**src/cmdsel_pkg.sv**
```systemverilog
/*
 * Shared constants and types for the command source selector.
 * Assumes a single 20 MHz clock domain and an AXI4-Lite register port.
 */
package cmdsel_pkg;
    // Selection codes as software writes them
    localparam int SEL_W = 14;
    localparam logic [13:0] SEL_OPT = 14'h0000;
    localparam logic [13:0] SEL_CONN = 14'h0002;
    localparam logic [13:0] SEL_USB = 14'h0003;
    localparam logic [13:0] SEL_PANEL = 14'h0004;
    localparam logic [13:0] SEL_AUTO = 14'h270F;
    localparam logic [13:0] NET_SEL_RST = SEL_AUTO;
    localparam logic [13:0] LOC_SEL_RST = SEL_AUTO;
    // Build has an option slot rather than a built-in network port
    localparam logic OPT_SLOT_VARIANT = 1'h1;
    // Command ports
    localparam int NPORT = 5;
    localparam int P_PANEL = 0;
    localparam int P_PUNIT = 1;
    localparam int P_RS485 = 2;
    localparam int P_USB = 3;
    localparam int P_NET = 4;
    // One-hot command source
    localparam logic [3:0] SRC_PANEL = 4'h1;
    localparam logic [3:0] SRC_CONN = 4'h2;
    localparam logic [3:0] SRC_USB = 4'h4;
    localparam logic [3:0] SRC_NET = 4'h8;
    // Request kinds
    localparam logic [2:0] K_RUN = 3'h0;
    localparam logic [2:0] K_STOP = 3'h1;
    localparam logic [2:0] K_FREQ = 3'h2;
    localparam logic [2:0] K_PWRITE = 3'h3;
    localparam logic [2:0] K_PREAD = 3'h4;
    localparam logic [2:0] K_MON = 3'h5;
    // Register byte offsets and fields
    localparam logic [7:0] A_CFG = 8'h00;
    localparam logic [7:0] A_ACT = 8'h04;
    localparam logic [7:0] A_MODE = 8'h08;
    localparam logic [7:0] A_STAT = 8'h0C;
    localparam logic [7:0] A_RST = 8'h10;
    localparam int F_NET_LSB = 0;
    localparam int F_LOC_LSB = 16;
    localparam int F_MODE_BIT = 0;
    localparam int F_REFUSED_BIT = 1;
    localparam int F_APPLY_BIT = 0;
    localparam int F_OPT_BIT = 4;
    localparam int F_MASK_LSB = 5;
    localparam logic [1:0] RESP_OKAY = 2'h0;
    localparam logic [1:0] RESP_SLVERR = 2'h2;

    typedef enum logic [1:0] {
        ST_LOCAL = 2'h1,
        ST_NET = 2'h2
    } cmdsel_mode_t;

    typedef struct packed {
        logic valid;
        logic modbus;
        logic [2:0] kind;
    } cmdsel_req_t;

    typedef struct packed {
        logic opt;
        logic usb;
        logic punit;
    } cmdsel_pins_t;
endpackage

```
**src/cmdsel_resolve.sv**
```systemverilog
/*
 * Combinational source resolution from latched selections and mode.
 * Assumes all inputs are registered in the aclk domain.
 */
`timescale 1ns/1ps
module cmdsel_resolve
    import cmdsel_pkg::*;
(
    input wire logic [13:0] net_sel,
    input wire logic [13:0] loc_sel,
    input wire logic in_net,
    input cmdsel_pins_t pins,
    output logic [3:0] src,
    output logic [NPORT-1:0] mask,
    output logic net_ok
);
    logic net_to_opt;

    // Network target: auto picks option when fitted (see [RULE10] [RULE11])
    always_comb begin
        if (net_sel == SEL_OPT) begin
            net_to_opt = 1'h1;
        end else if (net_sel == SEL_CONN) begin
            net_to_opt = 1'h0;
        end else begin
            net_to_opt = pins.opt;
        end
    end

    // Switch refused on double connector or missing option (see [RULE4] [RULE8])
    assign net_ok = !(net_sel == SEL_CONN && loc_sel == SEL_CONN)
        && !(OPT_SLOT_VARIANT && net_to_opt && !pins.opt);

    // Local choices among panel, connector, USB (see [RULE1] [RULE12])
    always_comb begin
        src = SRC_PANEL;
        mask = '0;
        if (in_net) begin
            if (net_to_opt) begin
                src = SRC_NET;
                mask[P_NET] = 1'h1;
            end else begin
                src = SRC_CONN;
                mask[P_RS485] = 1'h1;
            end
        end else if (loc_sel == SEL_CONN) begin
            src = SRC_CONN; // see [RULE2]
            mask[P_PUNIT] = 1'h1;
            mask[P_RS485] = 1'h1;
        end else if (loc_sel == SEL_USB) begin
            src = SRC_USB;
            mask[P_USB] = 1'h1;
        end else if (loc_sel == SEL_PANEL) begin
            mask[P_PANEL] = 1'h1;
        end else if (pins.usb) begin
            src = SRC_USB; // see [RULE9]
            mask[P_USB] = 1'h1;
        end else if (pins.punit) begin
            src = SRC_CONN; // Serial never wins here, see [RULE3]
            mask[P_PUNIT] = 1'h1;
        end else begin
            mask[P_PANEL] = 1'h1;
        end
    end
endmodule

```
**src/cmdsel_sync.sv**
```systemverilog
/*
 * Two-stage synchroniser for the presence pins.
 * Assumes inputs are asynchronous levels; only q is read downstream.
 */
`timescale 1ns/1ps
module cmdsel_sync #(
    parameter int W = 3
) (
    input wire logic aclk,
    input wire logic aresetn,
    input wire logic [W-1:0] d,
    output logic [W-1:0] q
);
    logic [W-1:0] meta;

    // First stage feeds only the second
    always_ff @(posedge aclk) begin
        if (!aresetn) begin
            meta <= '0;
            q <= '0;
        end else begin
            meta <= d;
            q <= meta;
        end
    end
endmodule

```
**src/cmdsel_top.sv**
```systemverilog
/*
 * Command source selector: AXI4-Lite registers, latched selections,
 * operation-mode state and per-port command gating.
 * Assumes command ports run on aclk; presence pins are asynchronous.
 */
// Our own choices: the address map and the AXI4-Lite interface to the registers.
// How it works
// [RULE1] Local mode may take commands from panel, connector, network port or USB; the code never makes the network port the source in local mode.
// [RULE2] Local selection 2 lets the serial connector write, start and set frequency.
// [RULE3] Under local selection 9999 serial traffic never makes the connector the source.
// [RULE4] Network and local selection both 2 keep local mode and refuse network.
// [RULE5] Changed selections take effect only at reset or soft reset.
// [RULE6] Modbus requests are refused in local mode.
// [RULE7] Panel mode indicators go dark unless the panel is the source.
// [RULE8] Without a fitted option, a switch to option-sourced network mode is refused.
// [RULE9] Local selection 9999 picks USB, then parameter unit, then panel.
// [RULE10] Network selection 9999 picks option if fitted, else the serial connector.
// [RULE11] Network selection 0 is option, 2 is connector, 9999 is automatic.
// [RULE12] Local selection 2 connector, 3 USB, 4 panel, 9999 automatic.
// [RULE13] Reads and monitoring are accepted from every port in every mode; the code refuses modbus reads in local mode.
// [RULE14] Privileged requests from ports other than the source are discarded.
`timescale 1ns/1ps
module cmdsel_top
    import cmdsel_pkg::*;
(
    input wire logic aclk,
    input wire logic aresetn,
    input wire logic [7:0] awaddr,
    input wire logic awvalid,
    output logic awready,
    input wire logic [31:0] wdata,
    input wire logic [3:0] wstrb,
    input wire logic wvalid,
    output logic wready,
    output logic [1:0] bresp,
    output logic bvalid,
    input wire logic bready,
    input wire logic [7:0] araddr,
    input wire logic arvalid,
    output logic arready,
    output logic [31:0] rdata,
    output logic [1:0] rresp,
    output logic rvalid,
    input wire logic rready,
    input cmdsel_pins_t pins_in,
    input cmdsel_req_t [NPORT-1:0] port_req,
    output logic [NPORT-1:0] port_accept,
    output logic [NPORT-1:0] port_reject,
    output logic [3:0] src_sel,
    output logic ind_local,
    output logic ind_net
);
    logic [31:0] cfg;
    logic [7:0] aw_addr;
    logic [31:0] w_data;
    logic [3:0] w_strb;
    logic wr_go;
    logic [13:0] net_act;
    logic [13:0] loc_act;
    logic soft_rst;
    logic mode_req;
    logic mode_val;
    logic refused;
    cmdsel_mode_t state;
    cmdsel_pins_t pins;
    logic [3:0] src_res;
    logic [NPORT-1:0] mask;
    logic net_ok;
    logic [31:0] rd_mux;
    logic rd_hit;

    cmdsel_sync #(.W(3)) u_sync (
        .aclk(aclk),
        .aresetn(aresetn),
        .d(pins_in),
        .q(pins)
    );

    cmdsel_resolve u_res (
        .net_sel(net_act),
        .loc_sel(loc_act),
        .in_net(state == ST_NET),
        .pins(pins),
        .src(src_res),
        .mask(mask),
        .net_ok(net_ok)
    );

    // Write address channel; address and data may come in either order
    always_ff @(posedge aclk) begin
        if (!aresetn) begin
            awready <= 1'h1;
            aw_addr <= 8'h00;
        end else if (awvalid && awready) begin
            awready <= 1'h0;
            aw_addr <= awaddr;
        end else if (bvalid && bready) begin
            awready <= 1'h1;
        end
    end

    // Write data channel
    always_ff @(posedge aclk) begin
        if (!aresetn) begin
            wready <= 1'h1;
            w_data <= 32'h00000000;
            w_strb <= 4'h0;
        end else if (wvalid && wready) begin
            wready <= 1'h0;
            w_data <= wdata;
            w_strb <= wstrb;
        end else if (bvalid && bready) begin
            wready <= 1'h1;
        end
    end

    // Both halves held and no response pending
    assign wr_go = !awready && !wready && !bvalid;

    // Write response, registered the cycle after both halves are held
    always_ff @(posedge aclk) begin
        if (!aresetn) begin
            bvalid <= 1'h0;
            bresp <= RESP_OKAY;
        end else if (wr_go) begin
            bvalid <= 1'h1;
            case (aw_addr)
                A_CFG, A_ACT, A_MODE, A_STAT, A_RST: bresp <= RESP_OKAY;
                default: bresp <= RESP_SLVERR;
            endcase
        end else if (bvalid && bready) begin
            bvalid <= 1'h0;
        end
    end

    // Pending selections, byte lanes honoured; ACT is read only
    always_ff @(posedge aclk) begin
        if (!aresetn) begin
            cfg <= {2'h0, LOC_SEL_RST, 2'h0, NET_SEL_RST};
        end else if (wr_go && aw_addr == A_CFG) begin
            for (int b = 0; b < 4; b++) begin
                if (w_strb[b]) begin
                    cfg[b*8 +: 8] <= w_data[b*8 +: 8];
                end
            end
        end
    end

    // One-cycle command strobes from MODE and RST writes
    always_ff @(posedge aclk) begin
        if (!aresetn) begin
            mode_req <= 1'h0;
            mode_val <= 1'h0;
            soft_rst <= 1'h0;
        end else begin
            mode_req <= wr_go && aw_addr == A_MODE && w_strb[0];
            mode_val <= w_data[F_MODE_BIT];
            soft_rst <= wr_go && aw_addr == A_RST && w_strb[0] && w_data[F_APPLY_BIT];
        end
    end

    // Active selections move only on reset (see [RULE5])
    always_ff @(posedge aclk) begin
        if (!aresetn) begin
            net_act <= NET_SEL_RST;
            loc_act <= LOC_SEL_RST;
        end else if (soft_rst) begin
            net_act <= cfg[F_NET_LSB +: SEL_W];
            loc_act <= cfg[F_LOC_LSB +: SEL_W];
        end
    end

    // Operation mode; a refused switch stays in local mode (see [RULE4] [RULE8])
    always_ff @(posedge aclk) begin
        if (!aresetn) begin
            state <= ST_LOCAL;
            refused <= 1'h0;
        end else if (soft_rst) begin
            state <= ST_LOCAL;
            refused <= 1'h0;
        end else if (mode_req) begin
            unique case (state)
                ST_LOCAL: begin
                    if (mode_val && net_ok) begin
                        state <= ST_NET;
                        refused <= 1'h0;
                    end else if (mode_val) begin
                        refused <= 1'h1;
                    end
                end
                ST_NET: begin
                    if (!mode_val) begin
                        state <= ST_LOCAL;
                    end
                end
                default: state <= ST_LOCAL;
            endcase
        end
    end

    // Read mux; unmapped offsets read zero with an error response
    always_comb begin
        rd_mux = 32'h00000000;
        rd_hit = 1'h1;
        case (araddr)
            A_CFG: rd_mux = cfg;
            A_ACT: begin
                rd_mux[F_NET_LSB +: SEL_W] = net_act;
                rd_mux[F_LOC_LSB +: SEL_W] = loc_act;
            end
            A_MODE: begin
                rd_mux[F_MODE_BIT] = state == ST_NET;
                rd_mux[F_REFUSED_BIT] = refused;
            end
            A_STAT: begin
                rd_mux[3:0] = src_sel;
                rd_mux[F_OPT_BIT] = pins.opt;
                rd_mux[F_MASK_LSB +: NPORT] = mask;
            end
            A_RST: rd_mux = 32'h00000000;
            default: rd_hit = 1'h0;
        endcase
    end

    // Read channel, data one cycle after the address is taken
    always_ff @(posedge aclk) begin
        if (!aresetn) begin
            arready <= 1'h1;
            rvalid <= 1'h0;
            rdata <= 32'h00000000;
            rresp <= RESP_OKAY;
        end else if (arvalid && arready) begin
            arready <= 1'h0;
            rvalid <= 1'h1;
            rdata <= rd_mux;
            rresp <= rd_hit ? RESP_OKAY : RESP_SLVERR;
        end else if (rvalid && rready) begin
            rvalid <= 1'h0;
            arready <= 1'h1;
        end
    end

    // Source select and panel indicators from one flop stage (see [RULE7])
    always_ff @(posedge aclk) begin
        if (!aresetn) begin
            src_sel <= SRC_PANEL;
            ind_local <= 1'h0;
            ind_net <= 1'h0;
        end else begin
            src_sel <= src_res; // see [RULE14]
            ind_local <= src_res == SRC_PANEL && state == ST_LOCAL;
            ind_net <= src_res == SRC_PANEL && state == ST_NET;
        end
    end

    // Per-port gating; reads pass always, modbus dies in local mode
    generate
        for (genvar i = 0; i < NPORT; i++) begin : g_port
            logic priv;
            logic ok;
            assign priv = port_req[i].kind == K_RUN || port_req[i].kind == K_STOP
                || port_req[i].kind == K_FREQ || port_req[i].kind == K_PWRITE;
            // Modbus reads are also dropped; the protocol is unusable here
            assign ok = !(port_req[i].modbus && state == ST_LOCAL) // see [RULE6]
                && (!priv || mask[i]); // see [RULE13] [RULE14]
            always_ff @(posedge aclk) begin
                if (!aresetn) begin
                    port_accept[i] <= 1'h0;
                    port_reject[i] <= 1'h0;
                end else begin
                    port_accept[i] <= port_req[i].valid && ok;
                    port_reject[i] <= port_req[i].valid && !ok;
                end
            end
        end
    endgenerate

    property p_modbus_local;
        @(posedge aclk) disable iff (!aresetn)
        port_req[P_RS485].valid && port_req[P_RS485].modbus && state == ST_LOCAL
            |=> port_reject[P_RS485] && !port_accept[P_RS485];
    endproperty
    a_modbus_local: assert property (p_modbus_local) else $error("modbus taken locally"); // see [RULE6]

    property p_both_conn;
        @(posedge aclk) disable iff (!aresetn)
        mode_req && mode_val && state == ST_LOCAL && !soft_rst
            && net_act == SEL_CONN && loc_act == SEL_CONN
            |=> state == ST_LOCAL && refused;
    endproperty
    a_both_conn: assert property (p_both_conn) else $error("network switch not refused"); // see [RULE4]

    property p_no_option;
        @(posedge aclk) disable iff (!aresetn)
        mode_req && mode_val && !soft_rst && state == ST_LOCAL
            && net_act == SEL_OPT && !pins.opt |=> state == ST_LOCAL;
    endproperty
    a_no_option: assert property (p_no_option) else $error("switch without option"); // see [RULE8]

    property p_ind_dark;
        @(posedge aclk) disable iff (!aresetn)
        src_sel != SRC_PANEL |-> !ind_local && !ind_net;
    endproperty
    a_ind_dark: assert property (p_ind_dark) else $error("indicator lit off panel"); // see [RULE7]

    property p_apply_reset;
        @(posedge aclk) disable iff (!aresetn)
        !soft_rst ##1 1'h1 |-> $stable(net_act) && $stable(loc_act);
    endproperty
    a_apply_reset: assert property (p_apply_reset) else $error("selection moved early"); // see [RULE5]

    property p_read_any;
        @(posedge aclk) disable iff (!aresetn)
        port_req[P_USB].valid && !port_req[P_USB].modbus
            && port_req[P_USB].kind == K_MON |=> port_accept[P_USB];
    endproperty
    a_read_any: assert property (p_read_any) else $error("monitor refused"); // see [RULE13]

    property p_discard;
        @(posedge aclk) disable iff (!aresetn)
        port_req[P_PANEL].valid && port_req[P_PANEL].kind == K_RUN && !mask[P_PANEL]
            |=> port_reject[P_PANEL] ##1 1'h1;
    endproperty
    a_discard: assert property (p_discard) else $error("foreign run taken"); // see [RULE14]

    property p_usb_first;
        @(posedge aclk) disable iff (!aresetn)
        state == ST_LOCAL && loc_act == SEL_AUTO && pins.usb |=> src_sel == SRC_USB;
    endproperty
    a_usb_first: assert property (p_usb_first) else $error("usb not first"); // see [RULE9]

    property p_serial_auto;
        @(posedge aclk) disable iff (!aresetn)
        state == ST_LOCAL && loc_act == SEL_AUTO && port_req[P_RS485].valid
            && port_req[P_RS485].kind == K_FREQ |=> port_reject[P_RS485];
    endproperty
    a_serial_auto: assert property (p_serial_auto) else $error("serial took source"); // see [RULE3]

    property p_conn_local;
        @(posedge aclk) disable iff (!aresetn)
        state == ST_LOCAL && loc_act == SEL_CONN && port_req[P_RS485].valid
            && !port_req[P_RS485].modbus |=> port_accept[P_RS485];
    endproperty
    a_conn_local: assert property (p_conn_local) else $error("connector refused"); // see [RULE2]

    property p_net_auto;
        @(posedge aclk) disable iff (!aresetn)
        state == ST_NET && net_act == SEL_AUTO && !pins.opt |=> src_sel == SRC_CONN;
    endproperty
    a_net_auto: assert property (p_net_auto) else $error("auto network wrong"); // see [RULE10]
endmodule

```
**config.mk**
```make
export PLATFORM = sky130hd
export DESIGN_NAME = cmdsel_top
export DESIGN_NICKNAME = d
export VERILOG_FILES = /design/src/cmdsel_pkg.sv /design/src/cmdsel_resolve.sv /design/src/cmdsel_sync.sv /design/src/cmdsel_top.sv
export SDC_FILE = /design/constraint.sdc
export NUM_CORES = 1
export LEC_CHECK = 0
export BUFFER_PORTS_ARGS = -buffer_cell sky130_fd_sc_hd__buf_2
export CAP_MARGIN = 20
export CORE_ASPECT_RATIO = 2
export CORE_MARGIN = 10
export CORE_UTILIZATION = 45
export CTS_CLUSTER_SIZE = 20
export DETAILED_ROUTE_END_ITERATION = 12
export GPL_ROUTABILITY_DRIVEN = 0
export PLACE_DENSITY = 0.72
export SLEW_MARGIN = 25
export SYNTH_ARGS = -nofsm -noshare
export SYNTH_HDL_FRONTEND = slang
export SYNTH_SLANG_ARGS = --single-unit
```
**constraint.sdc**
```tcl
create_clock -name aclk -period 1.5 [get_ports aclk]
set_input_delay 0.3 -clock aclk [delete_from_list [all_inputs] [get_ports aclk]]
set_output_delay 0.3 -clock aclk [all_outputs]
set_load 0.01 [all_outputs]
```
==> results of run 1 <==
-- cells in the final DEF, fill, tap and decap left out, types with 9 or more instances in the layout --
cell and instances:
buf_4 57, mux2i_1 54, dfxtp_1 167, nor3_1 9, nand3_1 49, buf_12 11, nand2_2 10, buf_2 131
nand2_1 146, clkbuf_16 18, a21oi_1 87, nor2_1 68, o21ai_0 11
-- layout make-up --
| class | count | area share |
|---|---|---|
| inverters | 9 | 0.004156 |
| clock inverters | 14 | 0.02272 |
| clock buffers | 18 | 0.04752 |
| well taps | 192 | 0.02660 |
| flip-flops and latches | 171 | 0.3796 |
| repair buffers | 208 | 0.1571 |
| multi-input cells | 541 | 0.3623 |
-- cell families (layout without fill, tap and decap cells) --
group,Yosys count,in the layout,synth area share
AND/OR/NAND/NOR,344,344,0.2349
flip-flops,171,171,0.5149
AO/OA/AOI/OAI,136,136,0.1150
buffers and inverters,58,249,0.04384
multiplexers,57,57,0.08957
other,1,3,0.0005640
XOR/XNOR,1,1,0.001318
-- timing repair --
action	in CTS	in global routing
endpoints found under the setup margin	52	60
cloned	0	1
setup buffers	5	4
gates resized for setup	47	31
pin swaps	24	23
-- cells in the mapped netlist (2+ instances only) --
library cell	n	area, um^2
o21ai_0	13	65.06
o22ai_1	2	12.51
and2_1	10	62.56
nand4b_1	2	17.52
dfxtp_1	171	3423
mux2i_1	55	550.5
o21ai_1	2	10.01
nand3_1	54	270.3
buf_4	7	52.55
clkbuf_1	29	108.9
inv_1	7	26.28
nand4_1	3	18.77
a31oi_1	4	25.02
nor3b_1	2	15.01
nor2b_1	6	37.54
nor4_2	2	25.02
and3_1	4	25.02
buf_1	4	15.01
nor4_1	4	25.02
o32ai_1	2	17.52
buf_2	6	30.03
and3b_1	2	17.52
nor2_1	69	259.0
a22oi_1	7	52.55
nand2b_1	6	37.54
a21oi_1	94	470.5
buf_12	2	40.04
and4_1	2	17.52
mux4_2	2	45.04
nand2_1	159	596.8
nor3_1	13	65.06
-- per-layer routing --
layer	global-route usage	vias to the layer above	wire (um)
met2	0.3222	169	9845
met5	0	-	0
li1	-	2986	-
met3	0.05304	48	1019
met1	0.1783	2768	6786
met4	0.1021	0	722
-- sequential cells by signal (all words and copies together) (netlist names), 2 cells and up --
signal       count
u_sync.meta      3
cfg             32
u_sync.q         3
w_data          32
state            2
w_strb           4
aw_addr          8
net_act         14
src_sel          4
rdata           32
port_accept      5
port_reject      5
loc_act         14
-- worst max-delay path by stage --
stage,start,to,slack (ns),depth (start not counted)
2_1_floorplan,aw_addr[1],cfg[1],-0.10,6
3_3_place_gp,net_act[6],port_reject[4],-0.29,6
3_5_place_dp,araddr[1],rdata[7],-0.29,6
4_1_cts,aw_addr[1],cfg[22],-0.29,6
5_1_grt,aw_addr[1],cfg[22],-0.35,6
6_report,aw_addr[1],cfg[22],-0.29,6
-- power breakdown --
part / switching [mW] / total (mW) / internal [mW]
Combinational: 0.396 / 0.709 / 0.312
Sequential: 0.0784 / 4.73 / 4.66
Clock: 1.88 / 4.71 / 2.83
-- critical path: cells and delay by family, from the launching register on --
kind                   cells  cell delay [ns]
flip-flops                 1             0.31
AND/OR/NAND/NOR            3             0.98
AO/OA/AOI/OAI              1             0.16
buffers and inverters      2             0.26
==> metrics.md, run 1 <==
| Metric | Value |
|---|---|
| Status | `complete, but fails checks` |
| Failing checks | `setup timing` |
| Die Width | `106.0 um` |
| Final Core Density | `0.6259` |
| CP startpoint kind | `flip-flop` |
| Worst skew pair latency | `0.43 ns` |
| Worst setup path class | `flip-flop to flip-flop` |
| Via count | `5971` |
| Core box area | `0.01443 mm^2` |
| Reg2reg path depth | `6` |
| Initial DRC Count | `347` |
| Filler Cell Count | `1255` |
| Final min period | `1.787 ns` |
| Max stage delay on crit path | `0.53 ns` |
| Critical-path cell with the highest stage delay | `or4_4` |
| FMAX | `559.6 MHz` |
| Starting Density | `0.4608` |
| Synth Register Bits | `171` |
| GR Util All Layers | `0.1792` |
| Post-Route WL | `18380 um` |
| Total chip power | `10.15 mW` |
| Hold Crit Endpoint | `u_sync.meta[2]` |
| Root buf cell | `clkbuf_16` |
| Sum of negative setup slack | `-10.81 ns` |
| First-pass GRT wire length | `29480 um` |
| GRT overflow | `0` |
| Synth Warn # | `0` |
| Row Count | `62` |
| DRC Markers | `0` |
| Skew final | `0.01227 ns` |
| TritonCTS clock tree | `built` |
| Max Cap Viol | `0` |
| Fin. Hold Viols | `0` |
| CTS Hold Bufs | `0` |
| Number of antenna violations at the first check in global routing | `0` |
| Clock-pin slew on the worst setup and hold paths | `0.07 ns` |
| IO Pins | `144` |
| CTS Buffer Depth | `2` |
| Top cell by count, worst path | `buf_12` |
| CTS H-tree lvls | `4` |
| CTS sink cnt | `171` |
| Drt via density | `5.179` |
| Worst hold path type | `input pin to flip-flop` |
| N_diodes | `0` |
| Detailed Place HPWL | `12850 um` |
| Post-synth EDFFs | `0` |
| Hold path startpoint | `pins_in[2]` |
| Largest net degree at the start of global routing | `64` |
| Vias in the first global route | `6009` |
| Post-route ant nets | `0` |
| Drt pass-1 iters | `4` |
| Area Overhead vs Synth | `35.83%` |
| Crit-path cells | `or4_4 -> and4bb_4 -> buf_12 -> buf_12 -> nand3_2 -> a21oi_2` |
| Post-synthesis sequential area ratio | `0.5149` |
| Final setup margin | `-0.2869 ns` |
| Design area | `0.009031 mm^2` |
| RR Endpoint | `cfg[22]` |
| Mapped Avg Cell Area | `8.657 um^2` |
| DP Worst Slack | `-0.2881 ns` |
| Hold WS | `0.07926 ns` |
| Maximum vdd ir drop | `0.7469 mV` |
| Ys flop type | `dfxtp_1` |
| RSZ-0062 raised after global routing | `yes` |
| CP max FO | `14` |
| Mapped cell area | `0.006649 mm^2` |
| Mapped Cells | `768` |
| Layout cells sized above 1 | `0.3195` |
| Critical Path RT | `1.86 ns` |
| FF+latch area | `0.003428 mm^2` |
| Die area | `0.02033 mm^2` |
| Number of cells on the worst hold path | `2` |
| Footprint of the multi-input gates | `0.003272 mm^2` |
| Crit share post-route | `1.191` |
| Layout Nets | `1035` |
| Final Setup Violations | `55` |
| R2r setup slk | `-0.29 ns` |
| Post-DP Area | `0.007984 mm^2` |
| Worst r2r src | `aw_addr[1]` |
| Arrival @ worst endpoint | `2.15 ns` |
| Synth unique cells | `54` |
| Crit end category | `flip-flop` |
| Port Buf Inserts | `131` |
| Fin. max-slew vios | `0` |
| Pleak | `3.788 nW` |
| P per Cell Area | `1124 mW/mm^2` |
| TritonCTS Buffers | `17` |
| Post-synth ARST share | `0` |
| Post-Layout Cell Count | `1153` |
| Wire per inst | `15.94 um` |
| Placed Instances | `1113` |
| Die height | `191.9 um` |
No activity file was read; power rests on OpenSTA's default activity.
==> run 2, diff against run 1 <==
--- a/config.mk
+++ b/config.mk
@@ -13,7 +13,7 @@
 export CTS_CLUSTER_SIZE = 20
 export DETAILED_ROUTE_END_ITERATION = 12
 export GPL_ROUTABILITY_DRIVEN = 0
-export PLACE_DENSITY = 0.72
+export PLACE_DENSITY = 0.69
 export SLEW_MARGIN = 25
 export SYNTH_ARGS = -nofsm -noshare
 export SYNTH_HDL_FRONTEND = slang
==> constraint.sdc (replaced) <==
create_clock -name aclk -period 2.05 [get_ports aclk]
set_input_delay 0.41 -clock aclk [delete_from_list [all_inputs] [get_ports aclk]]
set_output_delay 0.41 -clock aclk [all_outputs]
set_load 0.01 [all_outputs]
==> metrics.md, run 2 (same netlist as run 1, synthesis figures left out) <==
| Metric | Value |
|---|---|
| Status | `completed (was complete, but fails checks)` |
| Via count | `5609 (was 5971)` |
| Row Count | `62 (unchanged)` |
| N_diodes | `0 (unchanged)` |
| Crit-path cells | `or4_4 -> and4bb_1 -> buf_12 -> nand2_1 -> nand2_1 -> a21oi_1 (was or4_4 -> and4bb_4 -> buf_12 -> buf_12 -> nand3_2 -> a21oi_2)` |
| Hold path startpoint | `pins_in[2] (unchanged)` |
| Layout Nets | `980 (was 1035)` |
| GR Util All Layers | `0.1615 (was 0.1792)` |
| Post-route ant nets | `0 (unchanged)` |
| Vias in the first global route | `5403 (was 6009)` |
| Setup Buffers After CTS | `0 (was 5)` |
| Clock-pin slew on the worst setup and hold paths | `0.06 ns (was 0.07 ns)` |
| Crit path launch | `aw_addr[1] (unchanged)` |
| FMAX | `527.4 MHz (was 559.6 MHz)` |
| Skew final | `0.008056 ns (was 0.01227 ns)` |
| CP startpoint kind | `flip-flop (unchanged)` |
| Die Width | `106.0 um (unchanged)` |
| Crit share post-route | `0.9249 (was 1.191)` |
| Max Cap Viol | `0 (unchanged)` |
| TritonCTS Buffers | `17 (unchanged)` |
| Core box area | `0.01443 mm^2 (unchanged)` |
| Die area | `0.02033 mm^2 (unchanged)` |
| Area Overhead vs Synth | `22.05% (was 35.83%)` |
| IO Pins | `144 (unchanged)` |
| Wire per inst | `15.00 um (was 15.94 um)` |
| Worst setup path class | `flip-flop to flip-flop (unchanged)` |
| Commonest non-fill, non-tap cell in the layout | `dfxtp_1 (unchanged)` |
| Critical Path RT | `2.34 ns (was 1.86 ns)` |
| Fin. max-slew vios | `0 (unchanged)` |
| Layout cells sized above 1 | `0.2174 (was 0.3195)` |
| Final Setup Violations | `0 (was 55)` |
| TritonCTS clock tree | `built (unchanged)` |
| Drt via density | `5.108 (was 5.179)` |
| CP max FO | `36 (was 14)` |
| Fin. Hold Viols | `0 (unchanged)` |
| RSZ-0062 raised after global routing | `no (was yes)` |
| DP Worst Slack | `0.09498 ns (was -0.2881 ns)` |
| Drt pass-1 iters | `4 (unchanged)` |
| Port Buf Inserts | `131 (unchanged)` |
| Largest net degree at the start of global routing | `64 (unchanged)` |
| Die height | `191.9 um (unchanged)` |
| Number of cells on the worst hold path | `2 (unchanged)` |
| Pleak | `3.394 nW (was 3.788 nW)` |
| Most frequent cells in the layout | `171 x dfxtp_1, 158 x nand2_1, 131 x buf_2, 94 x a21oi_1, 69 x nor2_1 (was 167 x dfxtp_1, 146 x nand2_1, 131 x buf_2, 87 x a21oi_1, 68 x nor2_1)` |
| Crit end category | `flip-flop (unchanged)` |
| CTS H-tree lvls | `4 (unchanged)` |
| Final min period | `1.896 ns (was 1.787 ns)` |
| CTS Hold Bufs | `0 (unchanged)` |
| Critical-path cell with the highest stage delay | `or4_4 (unchanged)` |
| Starting Density | `0.4608 (unchanged)` |
| P per Cell Area | `875.9 mW/mm^2 (was 1124 mW/mm^2)` |
| Arrival @ worst endpoint | `2.19 ns (was 2.15 ns)` |
| Max stage delay on crit path | `0.53 ns (about the same)` |
| Sum of negative setup slack | `0 ns (was -10.81 ns)` |
| Initial DRC Count | `274 (was 347)` |
| Number of antenna violations at the first check in global routing | `0 (unchanged)` |
| Worst r2r src | `aw_addr[1] (unchanged)` |
| CTS Buffer Depth | `2 (unchanged)` |
| First-pass GRT wire length | `26640 um (was 29480 um)` |
| Detailed Place HPWL | `12150 um (was 12850 um)` |
| Reg2reg path depth | `6 (unchanged)` |
| Final setup margin | `0.1540 ns (was -0.2869 ns)` |
| Worst skew pair latency | `0.42 ns (was 0.43 ns)` |
| Post-Route WL | `16470 um (was 18380 um)` |
| CTS sink cnt | `171 (unchanged)` |
| Top cell by count, worst path | `nand2_1 (was buf_12)` |
| GRT overflow | `0 (unchanged)` |
| Worst hold path type | `input pin to flip-flop (unchanged)` |
| Largest regs | `cfg: 32 flops, rdata: 32 flops, w_data: 32 flops (unchanged)` |
| Maximum vdd ir drop | `0.5133 mV (was 0.7469 mV)` |
| Root buf cell | `clkbuf_16 (unchanged)` |
| DRC Markers | `0 (unchanged)` |
==> run 2: worst max-delay path, delay by kind of cell, from the launching register on <==
family | cells | cell delay [ns]
AND/OR/NAND/NOR | 4 | 1.18
flip-flops | 1 | 0.31
AO/OA/AOI/OAI | 1 | 0.07
buffers and inverters | 1 | 0.20
==> run 2: where the power goes <==
| group | internal [mW] | switching, mW | leakage (nW) |
|---|---|---|---|
| clock network | 1.86 | 1.35 | 0.290 |
| registers | 3.41 | 0.0561 | 1.39 |
| logic | 0.181 | 0.258 | 1.71 |
==> run 2: per-stage QoR <==
stage          instances  utilization  instance area [um^2]  hold slack, ns  power [mW]
2_1_floorplan        770            -                  6656          0.4119       3.801
3_3_place_gp        1066       0.5206                  7511          0.4171       3.972
3_5_place_dp        1066       0.5206                  7511          0.4222       3.982
4_1_cts             1098       0.5620                  8109          0.1805       7.191
5_1_grt             1098       0.5624                  8115          0.1857       7.377
6_report            1098       0.5624                  8115          0.1964       7.109
==> run 2: path summary, 6_finish.rpt <==
check | endpoint | slack, ns
worst min register to register | u_sync.q[2] | 0.43
worst min-delay path | u_sync.meta[2] | 0.20
worst max register to register | cfg[27] | 0.15
worst max-delay path | cfg[27] | 0.15
==> run 2: area by class of cell <==
type	count	area [um^2]
fill	1409	6314
inverter	9	35.03
multi-input combinational	541	2948
sequential	171	3423
timing repair buffer	153	870.8
clock inverter	13	155.1
clock buffer	19	442.9
tap	192	240.2
==> run 2: metal layers <==
metal	part of all wire	vias to the layer above	global-route usage
li1	-	2871	-
met1	0.39	2577	0.1748
met2	0.53	136	0.2799
met3	0.055	25	0.05035
met4	0.025	0	0.07487
met5	0	-	0
==> run 2: what timing repair did <==
item                                    4_1_cts  5_1_grt
resized for setup                             0        2
hold endpoints to repair                      0        0
endpoints found under the setup margin        0        2
